**src/design/ctx_ctl_pkg.sv**
```systemverilog
// package for the extended context entry control slice (bits 91..71)
// assumes a single 25 MHz clock and classic wishbone register access
package ctx_ctl_pkg;
   // entry bit positions
   localparam int unsigned SLX_BIT = 91;
   localparam int unsigned XRQ_BIT = 90;
   localparam int unsigned EAF_BIT = 89;
   localparam int unsigned SXP_BIT = 88;
   localparam int unsigned TAG_HI = 87;
   localparam int unsigned TAG_LO = 72;
   localparam int unsigned EMT_BIT = 71;
   localparam int unsigned TAG_W = 16;
   localparam int unsigned LEAF_X_BIT = 2;
   // register byte offsets
   localparam logic [7:0] CAP_OFS = 8'h00;
   localparam logic [7:0] CTRL_OFS = 8'h04;
   localparam logic [7:0] ENTRY_OFS = 8'h08;
   localparam logic [7:0] REQ_OFS = 8'h0c;
   localparam logic [7:0] RES_OFS = 8'h10;
   localparam logic [7:0] MEM_OFS = 8'h14;
   localparam logic [7:0] WBACK_OFS = 8'h18;
   // reset values
   localparam logic [31:0] CAP_RST = 32'h0000_0000;
   localparam logic [31:0] ENTRY_RST = 32'h0000_0000;
   localparam logic [31:0] REQ_RST = 32'h0000_0000;
   localparam logic [31:0] MEM_RST = 32'h0000_0000;
   localparam logic [4:0] TAG_W_RST = 5'h10;

   // capability bits (cap register)
   typedef struct packed {
      logic [4:0] tag_width;
      logic caching_mode;
      logic memtype_supported;
      logic ext_accessed_flag_supported;
      logic exec_request_supported;
      logic nested_xlate_supported;
   } caps_t;

   // entry slice 91..71
   typedef struct packed {
      logic second_level_exec_enable;
      logic exec_request_enable;
      logic ext_accessed_flag_enable;
      logic supervisor_exec_protect;
      logic [15:0] domain_tag;
      logic ext_memtype_enable;
   } entry_t;

   // request descriptor
   typedef struct packed {
      logic nested_xlate_enable;
      logic pasid_enable;
      logic supervisor_request_enable;
      logic has_pasid;
      logic exec_req;
      logic supervisor;
      logic read_ok;
      logic leaf_x;
      logic user_chain;
      logic coherent;
   } req_t;

   typedef enum logic [1:0] {
      ST_IDLE,
      ST_READ,
      ST_WRITE
   } upd_state_t;
endpackage

```
**src/design/ctx_ctl.sv**
```systemverilog
// extended context entry control decoder with accessed-flag updater
// assumes a classic wishbone master; paging entry word held locally
`timescale 1ns/10ps

////////////////////////////////////////////////////////////////////////
module ctx_ctl
   import ctx_ctl_pkg::*;
(
   // clock and reset
   input wire logic clk_i,
   input wire logic rst_i,
   // wishbone slave
   input wire logic cyc_i,
   input wire logic stb_i,
   input wire logic we_i,
   input wire logic [7:0] adr_i,
   input wire logic [3:0] sel_i,
   input wire logic [31:0] dat_i,
   output logic [31:0] dat_o,
   output logic ack_o,
   // decision outputs and update busy status
   output logic exec_allow_o,
   output logic fault_o,
   output logic use_ext_memtype_o,
   output logic [15:0] domain_tag_o,
   output logic upd_busy_o
);

   ////////////////////////////////////////////////////////////////////
   logic [31:0] cap_ff;
   logic [31:0] entry_ff;
   logic [31:0] req_ff;
   logic [31:0] mem_ff;
   logic [31:0] wback_ff;
   logic ack_ff;
   logic [31:0] dat_ff;
   logic exec_allow_ff;
   logic fault_ff;
   logic use_emt_ff;
   logic [15:0] tag_ff;
   logic busy_ff;
   logic upd_req_ff;
   upd_state_t state_ff;
   upd_state_t nxt_state;
   logic [31:0] snap_ff;

   caps_t caps;
   entry_t ent;
   req_t req;
   logic [15:0] tag_mask;
   logic xrq_eff;
   logic eaf_eff;
   logic emt_eff;
   logic slx_applies;
   logic xrq_applies;
   logic sxp_applies;
   logic nxt_allow;
   logic nxt_fault;
   logic wr;
   logic [31:0] wmask;

   assign caps = caps_t'(cap_ff[9:0]);
   assign ent = entry_t'(entry_ff[20:0]);
   assign req = req_t'(req_ff[9:0]);
   assign wr = cyc_i && stb_i && we_i && !ack_ff;

   ////////////////////////////////////////////////////////////////////
   // byte lane mask
   always_comb begin
      wmask = {{8{sel_i[3]}}, {8{sel_i[2]}}, {8{sel_i[1]}}, {8{sel_i[0]}}};
   end

   // effective enables after reserved handling
   always_comb begin
      xrq_eff = ent.exec_request_enable && caps.exec_request_supported;
      eaf_eff = ent.ext_accessed_flag_enable && caps.ext_accessed_flag_supported;
      emt_eff = ent.ext_memtype_enable && caps.nested_xlate_supported
                && caps.memtype_supported;
      slx_applies = req.nested_xlate_enable && xrq_eff;
      xrq_applies = req.pasid_enable && req.has_pasid;
      sxp_applies = req.pasid_enable && xrq_eff && req.supervisor_request_enable
                    && ent.supervisor_exec_protect;
   end

   // domain tag width mask
   always_comb begin
      tag_mask = '0;
      for (int i = 0; i < TAG_W; i++) begin
         if (i < int'(caps.tag_width)) begin
            tag_mask[i] = 1'b1;
         end
      end
   end

   // execute decision
   always_comb begin
      nxt_allow = req.read_ok;
      nxt_fault = 1'b0;
      if (req.exec_req) begin
         if (slx_applies && ent.second_level_exec_enable && !req.leaf_x) begin
            nxt_allow = 1'b0;
         end
         if (xrq_applies && !xrq_eff) begin
            nxt_allow = 1'b0;
            nxt_fault = 1'b1;
         end
         if (sxp_applies && req.has_pasid && req.supervisor && req.user_chain) begin
            nxt_allow = 1'b0;
            nxt_fault = 1'b1;
         end
      end
   end

   ////////////////////////////////////////////////////////////////////
   // wishbone ack, one cycle after request
   always_ff @(posedge clk_i) begin
      if (rst_i) begin
         ack_ff <= 1'b0;
      end else begin
         ack_ff <= cyc_i && stb_i && !ack_ff;
      end
   end

   // read data
   always_ff @(posedge clk_i) begin
      if (rst_i) begin
         dat_ff <= '0;
      end else if (cyc_i && stb_i && !we_i && !ack_ff) begin
         if (adr_i == CAP_OFS) begin
            dat_ff <= cap_ff;
         end else if (adr_i == CTRL_OFS) begin
            dat_ff <= {29'h0, fault_ff, exec_allow_ff, busy_ff};
         end else if (adr_i == ENTRY_OFS) begin
            dat_ff <= {11'h0, ent.second_level_exec_enable, xrq_eff, eaf_eff,
                       ent.supervisor_exec_protect, ent.domain_tag & tag_mask, emt_eff};
         end else if (adr_i == REQ_OFS) begin
            dat_ff <= req_ff;
         end else if (adr_i == RES_OFS) begin
            dat_ff <= {15'h0, use_emt_ff, tag_ff};
         end else if (adr_i == MEM_OFS) begin
            dat_ff <= mem_ff;
         end else if (adr_i == WBACK_OFS) begin
            dat_ff <= wback_ff;
         end else begin
            dat_ff <= '0;
         end
      end
   end

   // software registers
   always_ff @(posedge clk_i) begin
      if (rst_i) begin
         cap_ff <= {22'h0, TAG_W_RST, 5'h00};
         entry_ff <= ENTRY_RST;
         req_ff <= REQ_RST;
      end else if (wr) begin
         if (adr_i == CAP_OFS) begin
            cap_ff <= ((cap_ff & ~wmask) | (dat_i & wmask)) & 32'h0000_03ff;
         end else if (adr_i == ENTRY_OFS) begin
            entry_ff <= ((entry_ff & ~wmask) | (dat_i & wmask)) & 32'h001f_ffff;
         end else if (adr_i == REQ_OFS) begin
            req_ff <= ((req_ff & ~wmask) | (dat_i & wmask)) & 32'h0000_03ff;
         end
      end
   end

   // accessed-flag update trigger (write ctrl bit 0)
   always_ff @(posedge clk_i) begin
      if (rst_i) begin
         upd_req_ff <= 1'b0;
      end else begin
         upd_req_ff <= wr && adr_i == CTRL_OFS && sel_i[0] && dat_i[0] && eaf_eff;
      end
   end

   ////////////////////////////////////////////////////////////////////
   // read-modify-write engine on the local paging entry word
   always_comb begin
      nxt_state = state_ff;
      case (state_ff)
         ST_IDLE: begin
            if (upd_req_ff) begin
               nxt_state = ST_READ;
            end
         end
         ST_READ: begin
            nxt_state = ST_WRITE;
         end
         ST_WRITE: begin
            nxt_state = ST_IDLE;
         end
         default: begin
            nxt_state = ST_IDLE;
         end
      endcase
   end

   always_ff @(posedge clk_i) begin
      if (rst_i) begin
         state_ff <= ST_IDLE;
      end else begin
         state_ff <= nxt_state;
      end
   end

   always_ff @(posedge clk_i) begin
      if (rst_i) begin
         snap_ff <= '0;
      end else if (state_ff == ST_READ) begin
         snap_ff <= mem_ff;
      end
   end

   // software writes are locked out while the update holds the word
   always_ff @(posedge clk_i) begin
      if (rst_i) begin
         mem_ff <= MEM_RST;
         wback_ff <= '0;
      end else if (state_ff == ST_WRITE) begin
         mem_ff <= snap_ff | 32'h0000_0400;
         wback_ff <= snap_ff | 32'h0000_0400;
      end else if (wr && adr_i == MEM_OFS && state_ff == ST_IDLE && !upd_req_ff) begin
         mem_ff <= (mem_ff & ~wmask) | (dat_i & wmask);
      end
   end

   always_ff @(posedge clk_i) begin
      if (rst_i) begin
         busy_ff <= 1'b0;
      end else begin
         busy_ff <= nxt_state != ST_IDLE;
      end
   end

   ////////////////////////////////////////////////////////////////////
   // registered decisions
   always_ff @(posedge clk_i) begin
      if (rst_i) begin
         exec_allow_ff <= 1'b0;
         fault_ff <= 1'b0;
         use_emt_ff <= 1'b0;
         tag_ff <= '0;
      end else begin
         exec_allow_ff <= nxt_allow;
         fault_ff <= nxt_fault;
         use_emt_ff <= emt_eff && req.nested_xlate_enable && req.has_pasid
                       && req.pasid_enable && req.coherent;
         tag_ff <= ent.domain_tag & tag_mask;
      end
   end

   assign dat_o = dat_ff;
   assign ack_o = ack_ff;
   assign exec_allow_o = exec_allow_ff;
   assign fault_o = fault_ff;
   assign use_ext_memtype_o = use_emt_ff;
   assign domain_tag_o = tag_ff;
   assign upd_busy_o = busy_ff;

endmodule // ctx_ctl

```
**config.mk**
```make
export PLATFORM = sky130hd
export DESIGN_NAME = ctx_ctl
export DESIGN_NICKNAME = d
export VERILOG_FILES = /design/src/design/ctx_ctl_pkg.sv /design/src/design/ctx_ctl.sv
export SDC_FILE = /design/constraint.sdc
export NUM_CORES = 1
export LEC_CHECK = 0
export ABC_AREA = 1
export BUFFER_PORTS_ARGS = -buffer_cell sky130_fd_sc_hd__buf_4
export CAP_MARGIN = 20
export CORE_MARGIN = 2
export CORE_UTILIZATION = 50
export CTS_CLUSTER_SIZE = 24
export DETAILED_ROUTE_END_ITERATION = 8
export GPL_ROUTABILITY_DRIVEN = 0
export PLACE_DENSITY = 0.7
export SLEW_MARGIN = 25
export SYNTH_ARGS = -nofsm -noshare
export SYNTH_HDL_FRONTEND = slang
export SYNTH_SLANG_ARGS = --single-unit
```
**constraint.sdc**
```tcl
create_clock -name clk_i -period 2.52 [get_ports clk_i]
set_input_delay 0.756 -clock clk_i [delete_from_list [all_inputs] [get_ports clk_i]]
set_output_delay 0.756 -clock clk_i [all_outputs]
set_load 0.1 [all_outputs]
```
==> results of run 1 <==
-- worst paths after layout --
kind | cells after the start | endpoint | slack (ns) | from
worst max-delay path | 1 | ack_o | 0.57 | ack_o$_SDFF_PP0_
worst min-delay path | 1 | state_ff[0]$_SDFF_PP0_ | 0.42 | state_ff[0]$_SDFF_PP0_
worst max register to register | 7 | dat_o[0]$_SDFFE_PP0P_ | 0.59 | ack_o$_SDFF_PP0_
worst min register to register | 1 | state_ff[0]$_SDFF_PP0_ | 0.42 | state_ff[0]$_SDFF_PP0_
-- per-stage QoR --
stage               setup WS, ns  hold WS, ns  std cells
global placement           0.236        0.406       1432
finish                     0.568        0.422       1464
detailed placement         0.224        0.412       1432
floorplan                  0.485        0.398       1157
CTS                        0.553        0.421       1464
global route               0.479        0.439       1464
-- cells in the final DEF (no fill, tap or decap), drive strengths merged, types with 10 or more instances in the layout --
master,count
nand3,59
nor2,125
a211oi,22
dfxtp,192
clkbuf,20
nor3,10
buf,123
o21ai,110
inv,113
a21oi,132
nand2,305
-- layer usage --
| layer | track usage (%) | share of wire, % | vias up | wire (um) |
|---|---|---|---|---|
| li1 | - | - | 3908 | - |
| met1 | 37.6 | 45 | 3636 | 10800 |
| met2 | 44.4 | 46 | 297 | 11200 |
| met3 | 5.84 | 7.1 | 34 | 1700 |
| met4 | 8.36 | 1.4 | 0 | 344 |
| met5 | 0 | 0 | - | 0 |
-- cell type report --
| type | instances | share of cell area, % |
|---|---|---|
| Inverter | 113 | 4.38 |
| Timing Repair Buffer | 123 | 10.2 |
| Tap cell | 216 | 2.76 |
| Sequential cell | 192 | 39.3 |
| Multi-Input combinational cell | 788 | 37.4 |
| Clock inverter | 12 | 1.37 |
| Clock buffer | 20 | 4.67 |
-- power breakdown --
group | switching, mW | internal (mW) | total, mW
clock | 1.19 | 1.52 | 2.71
sequential | 0.00486 | 3.04 | 3.04
combinational | 0.221 | 0.103 | 0.324
-- cells by family (layout without fill, tap and decap cells) --
group,count (synthesis),in the layout,share of synthesized area [%]
compound gates,278,278,18.1
buf+inv,177,268,9.02
flops,192,192,46.7
mux,1,1,0.121
simple gates,509,509,26.1
==> flow_summary.toml, run 1 <==
[run_status]
status = "completed"

[power_and_ir_drop]
p_leak_nw = 3.97
powerDensity_mw_per_mm2 = 621
p_total_mw = 6.08
ir_drop_mv = 0.601

[critical_path]
crit_path_end_kind = "primary output"
cp_max_fo = 2
crit_family = "flip-flops"
slowest_delay_ns = 0.43
crit_arrival_ns = 1.20
crit_type = "reg2out"
path_cells = "buf_4"
path_buf_inv = 1
worstPathRequired_ns = 1.76
cp_slowest_cell = "dfxtp_1"
start_kind = "register"

[finish]
multi_input_area_mm2 = 0.00366
final_core_util_pct = 61.2
fin_area_mm2 = 0.00979
nNetsFinal = 1284
num_antenna_cells = 0
drive_above_1_share_pct = 15.0
area_growth_pct = 18.8
n_fill_cell = 1558
seq_area_mm2 = 0.00384

[sta]
skew_ns = 0.00910
timing_worst_slew_pin_value_ns = 0.728
setup_violations = 0
slew_headroom_pct = 51.4
finalCritPeriodShare_pct = 77.5
max_freq_mhz = 512
fin_setup_tns_ns = 0
layout_min_cycle_time_ns = 1.95
slew_viol_final = 0
hold_viol = 0
rsz0062_at_grt = "false"

[clock_tree]
clk_pin_slew_ns = 0.07
cts_max_level = 4
hold_buffers = 0
cts_buffers = 17
insertion_delay_ns = 0.44
cts_tree = "done"
cts.sinks = 192
clock_tree.buffer_depth = 2
post_cts_buffers = 0
ctsResizeCount = 0
clockRootBuffer = "clkbuf_16"

[synth]
async_reset_ff_share_pct = 0
synth_most_common_cell = "nand2_1"
syn_avg_cell_area_um2 = 7.12
synth_area_mm2 = 0.00824
ys_top_cells_by_count = "nand2_1, dfxtp_1, a21oi_1, nor2_1, o21ai_0"
ys_ff_latch = 192
synth_warnings = 0
synth_seq_area_share_pct = 46.7
netlist_instances = 1157
synth_cell_types = 39
synth_nets = 1206
ys_top_cells_by_area = "dfxtp_1, nand2_1, a21oi_1, o21ai_0, nor2_1"
synth_top_area_cell = "dfxtp_1"
synth-edff-count = 0
yosysTopAreaCellShare_pct = 46.7
synth-main-ff-cell = "dfxtp_1"

[floorplanning]
io_pins = 102
coreArea_mm2 = 0.0160
num_rows = 46
fp.dieH_um = 132
initial_core_util_pct = 51.5
dieArea_mm2 = 0.0175
die_width_um = 132

[routing]
ant_nets = 0
via_count = 7875
wirelength_um = 24100
first_pass_iters = 5
vias_per_cell = 5.38
drcViolationCount = 0
drt_iter0_markers = 718
drt-wirelength-per-cell_um = 16.4

[run]
drv_cap = 0

[grt]
grt_overflow_total = 0
antenna_found_initial = 0
grt_usage_pct = 27.7
grt_pass1_vias = 7378
grt_pass1_wl_um = 38800
grt_max_degree = 127

[placement]
post_dp_cell_area_mm2 = 0.00920
dpl.hpwl_um = 16300
port_buffers = 101

[hold_path]
min_path_type = "reg2reg"
(Power assumes the default switching activity.)
==> run 2: changes to the inputs <==
--- a/config.mk
+++ b/config.mk
@@ -13,7 +13,7 @@
 export CTS_CLUSTER_SIZE = 24
 export DETAILED_ROUTE_END_ITERATION = 8
 export GPL_ROUTABILITY_DRIVEN = 0
-export PLACE_DENSITY = 0.7
+export PLACE_DENSITY = 0.73
 export SLEW_MARGIN = 25
 export SYNTH_ARGS = -nofsm -noshare
 export SYNTH_HDL_FRONTEND = slang
==> constraint.sdc (replaced) <==
create_clock -name clk_i -period 1.57 [get_ports clk_i]
set_input_delay 0.471 -clock clk_i [delete_from_list [all_inputs] [get_ports clk_i]]
set_output_delay 0.471 -clock clk_i [all_outputs]
set_load 0.1 [all_outputs]
==> run 2 against run 1 <==
Clock skew shrank 0.0024 ns; worst setup slack lost 0.55 ns; design area grew 8.0%; die area is the same; sequential cell count is the same; critical endpoint is now domain_tag_o[1]; total power grew 61%; routed wire length grew 2.3%; clock power grew 61%.
==> flow_summary.toml, run 2 (same netlist as run 1, synthesis figures left out) <==
[finish]
final_common_cell = "nand2_1"
nNetsFinal = 1342
final_cell_mix = "nand2_1, dfxtp_1, buf_4, a21oi_1, nor2_1"
area_growth_pct = 28.4
fin_area_mm2 = 0.0106
num_antenna_cells = 0
drive_above_1_share_pct = 20.0

[sta]
fin_ws_ns = 0.0158
timing_worst_slew_pin_value_ns = 0.294
layout_min_cycle_time_ns = 1.55
hold_viol = 0
skew_ns = 0.00673
slew_headroom_pct = 80.2
rsz0062_at_grt = "true"
slew_viol_final = 0
whs_ns = 0.312
finalCritPeriodShare_pct = 99.0
setup_violations = 0
max_freq_mhz = 643

[floorplanning]
initial_core_util_pct = 51.5
die_width_um = 132
dieArea_mm2 = 0.0175
io_pins = 102
coreArea_mm2 = 0.0160
fp.dieH_um = 132
num_rows = 46

[critical_path]
start_kind = "register"
crit_type = "reg2out"
crit_family = "flip-flops"
cp_slowest_cell = "dfxtp_1"
path_buf_inv = 1
slowest_delay_ns = 0.35
worstPathRequired_ns = 1.10
crit_arrival_ns = 1.08
path_cells = "buf_4"
cp_max_fo = 2
crit_path_end_kind = "primary output"

[grt]
grt_usage_pct = 28.3
grt_pass1_vias = 7750
grt_overflow_total = 0
grt_pass1_wl_um = 39700
antenna_found_initial = 0
grt_max_degree = 52

[placement]
dpl.hpwl_um = 17400
dp_slack_ns = -0.383
post_dp_cell_area_mm2 = 0.00976
port_buffers = 101

[routing]
vias_per_cell = 5.43
ant_nets = 0
wirelength_um = 24600
first_pass_iters = 5
drt_iter0_markers = 732
via_count = 8261
drcViolationCount = 0
drt-wirelength-per-cell_um = 16.2

[power_and_ir_drop]
p_total_mw = 9.81
p_sw_share_pct = 22.8
ir_drop_mv = 0.782
power.internal_mw = 7.57
powerDensity_mw_per_mm2 = 928
seq_power_share_pct = 49.8
p_leak_nw = 4.38
power_frac_comb_pct = 5.9
pwr-share-clk_pct = 44.3
switchingPower_mw = 2.24

[clock_tree]
insertion_delay_ns = 0.44
cts_max_level = 4
clock_tree.buffer_depth = 2
cts.sinks = 192
clockRootBuffer = "clkbuf_16"
clk_pin_slew_ns = 0.06
cts_tree = "done"
cts_buffers = 17

[run_status]
status = "completed"

[run]
drv_cap = 0

[hold_path]
min_path_type = "in2reg"
[run 2: cell types whose count changed in the layout (fill, tap and decap cells not counted), sizes merged]
cell,before,now
buf,123,181
bufinv,2,1
clkbuf,20,24
clkinv,8,6
clkinvlp,2,0
inv,113,114
[run 2: final timing paths]
kind | startpoint | to | slack (ns) | cells past startpoint
worst max-delay path | domain_tag_o[1]$_SDFF_PP0_ | domain_tag_o[1] | 0.02 | 1
worst min-delay path | dat_i[10] | mem_ff[10]$_SDFFE_PP0P_ | 0.31 | 3
worst max register to register | register | dat_o[1]$_SDFFE_PP0P_ | 0.08 | 9
worst min register to register | state_ff[0]$_SDFF_PP0_ | state_ff[0]$_SDFF_PP0_ | 0.42 | 1
[run 2: area by class of cell]
type / instances / area [um^2]
Inverter: 113 / 437
Multi-Input combinational cell: 788 / 3720
Clock inverter: 8 / 72.6
Sequential cell: 192 / 3850
Clock buffer: 24 / 523
Tap cell: 216 / 270
Fill cell: 1423 / 5420
Timing Repair Buffer: 181 / 1700
[run 2: worst reg2reg max path: cells and delay by family, from the launching register on]
family,cells,cell delay (ns)
and+or+nand+nor,5,0.45
AOI/OAI and AO/OA,1,0.26
DFF,1,0.33
buffers and inverters,3,0.36
[run 2: per-layer routing]
metal	global-route usage, %	wire length, um	vias to the layer above
met3	5.00	1820	58
met5	0	0	-
li1	-	-	4022
met4	11.4	657	0
met1	37.9	10700	3816
met2	45.5	11500	365
[run 2: metrics by stage]
stage,util [%],TNS [ns],std cells
2_1_floorplan,-,-0.0921,1157
3_3_place_gp,61.0,-22.33,1489
3_5_place_dp,61.0,-25.39,1489
5_1_grt,66.1,-0.0314,1522
4_1_cts,65.0,0,1521
6_report,66.1,0,1522
[run 2: what timing repair did]
item | in CTS | in global routing
buffers inserted | 0 | 1
endpoints found under the setup margin | 11 | 64
hold endpoints to repair | 0 | 0
hold buffers | 0 | 0
pin swaps | 1 | 2
resized for setup | 12 | 41
[run 2: power groups by stage]
| stage | logic [mW] | registers, mW | clock network [mW] |
|---|---|---|---|
| after floorplan | 0.205 | 5.08 | 0 |
| after global placement | 0.554 | 5.00 | 0 |
| after detailed placement | 0.556 | 5.00 | 0 |
| after CTS | 0.559 | 4.89 | 4.36 |
| after global routing | 0.611 | 4.88 | 4.57 |
| final | 0.576 | 4.89 | 4.35 |
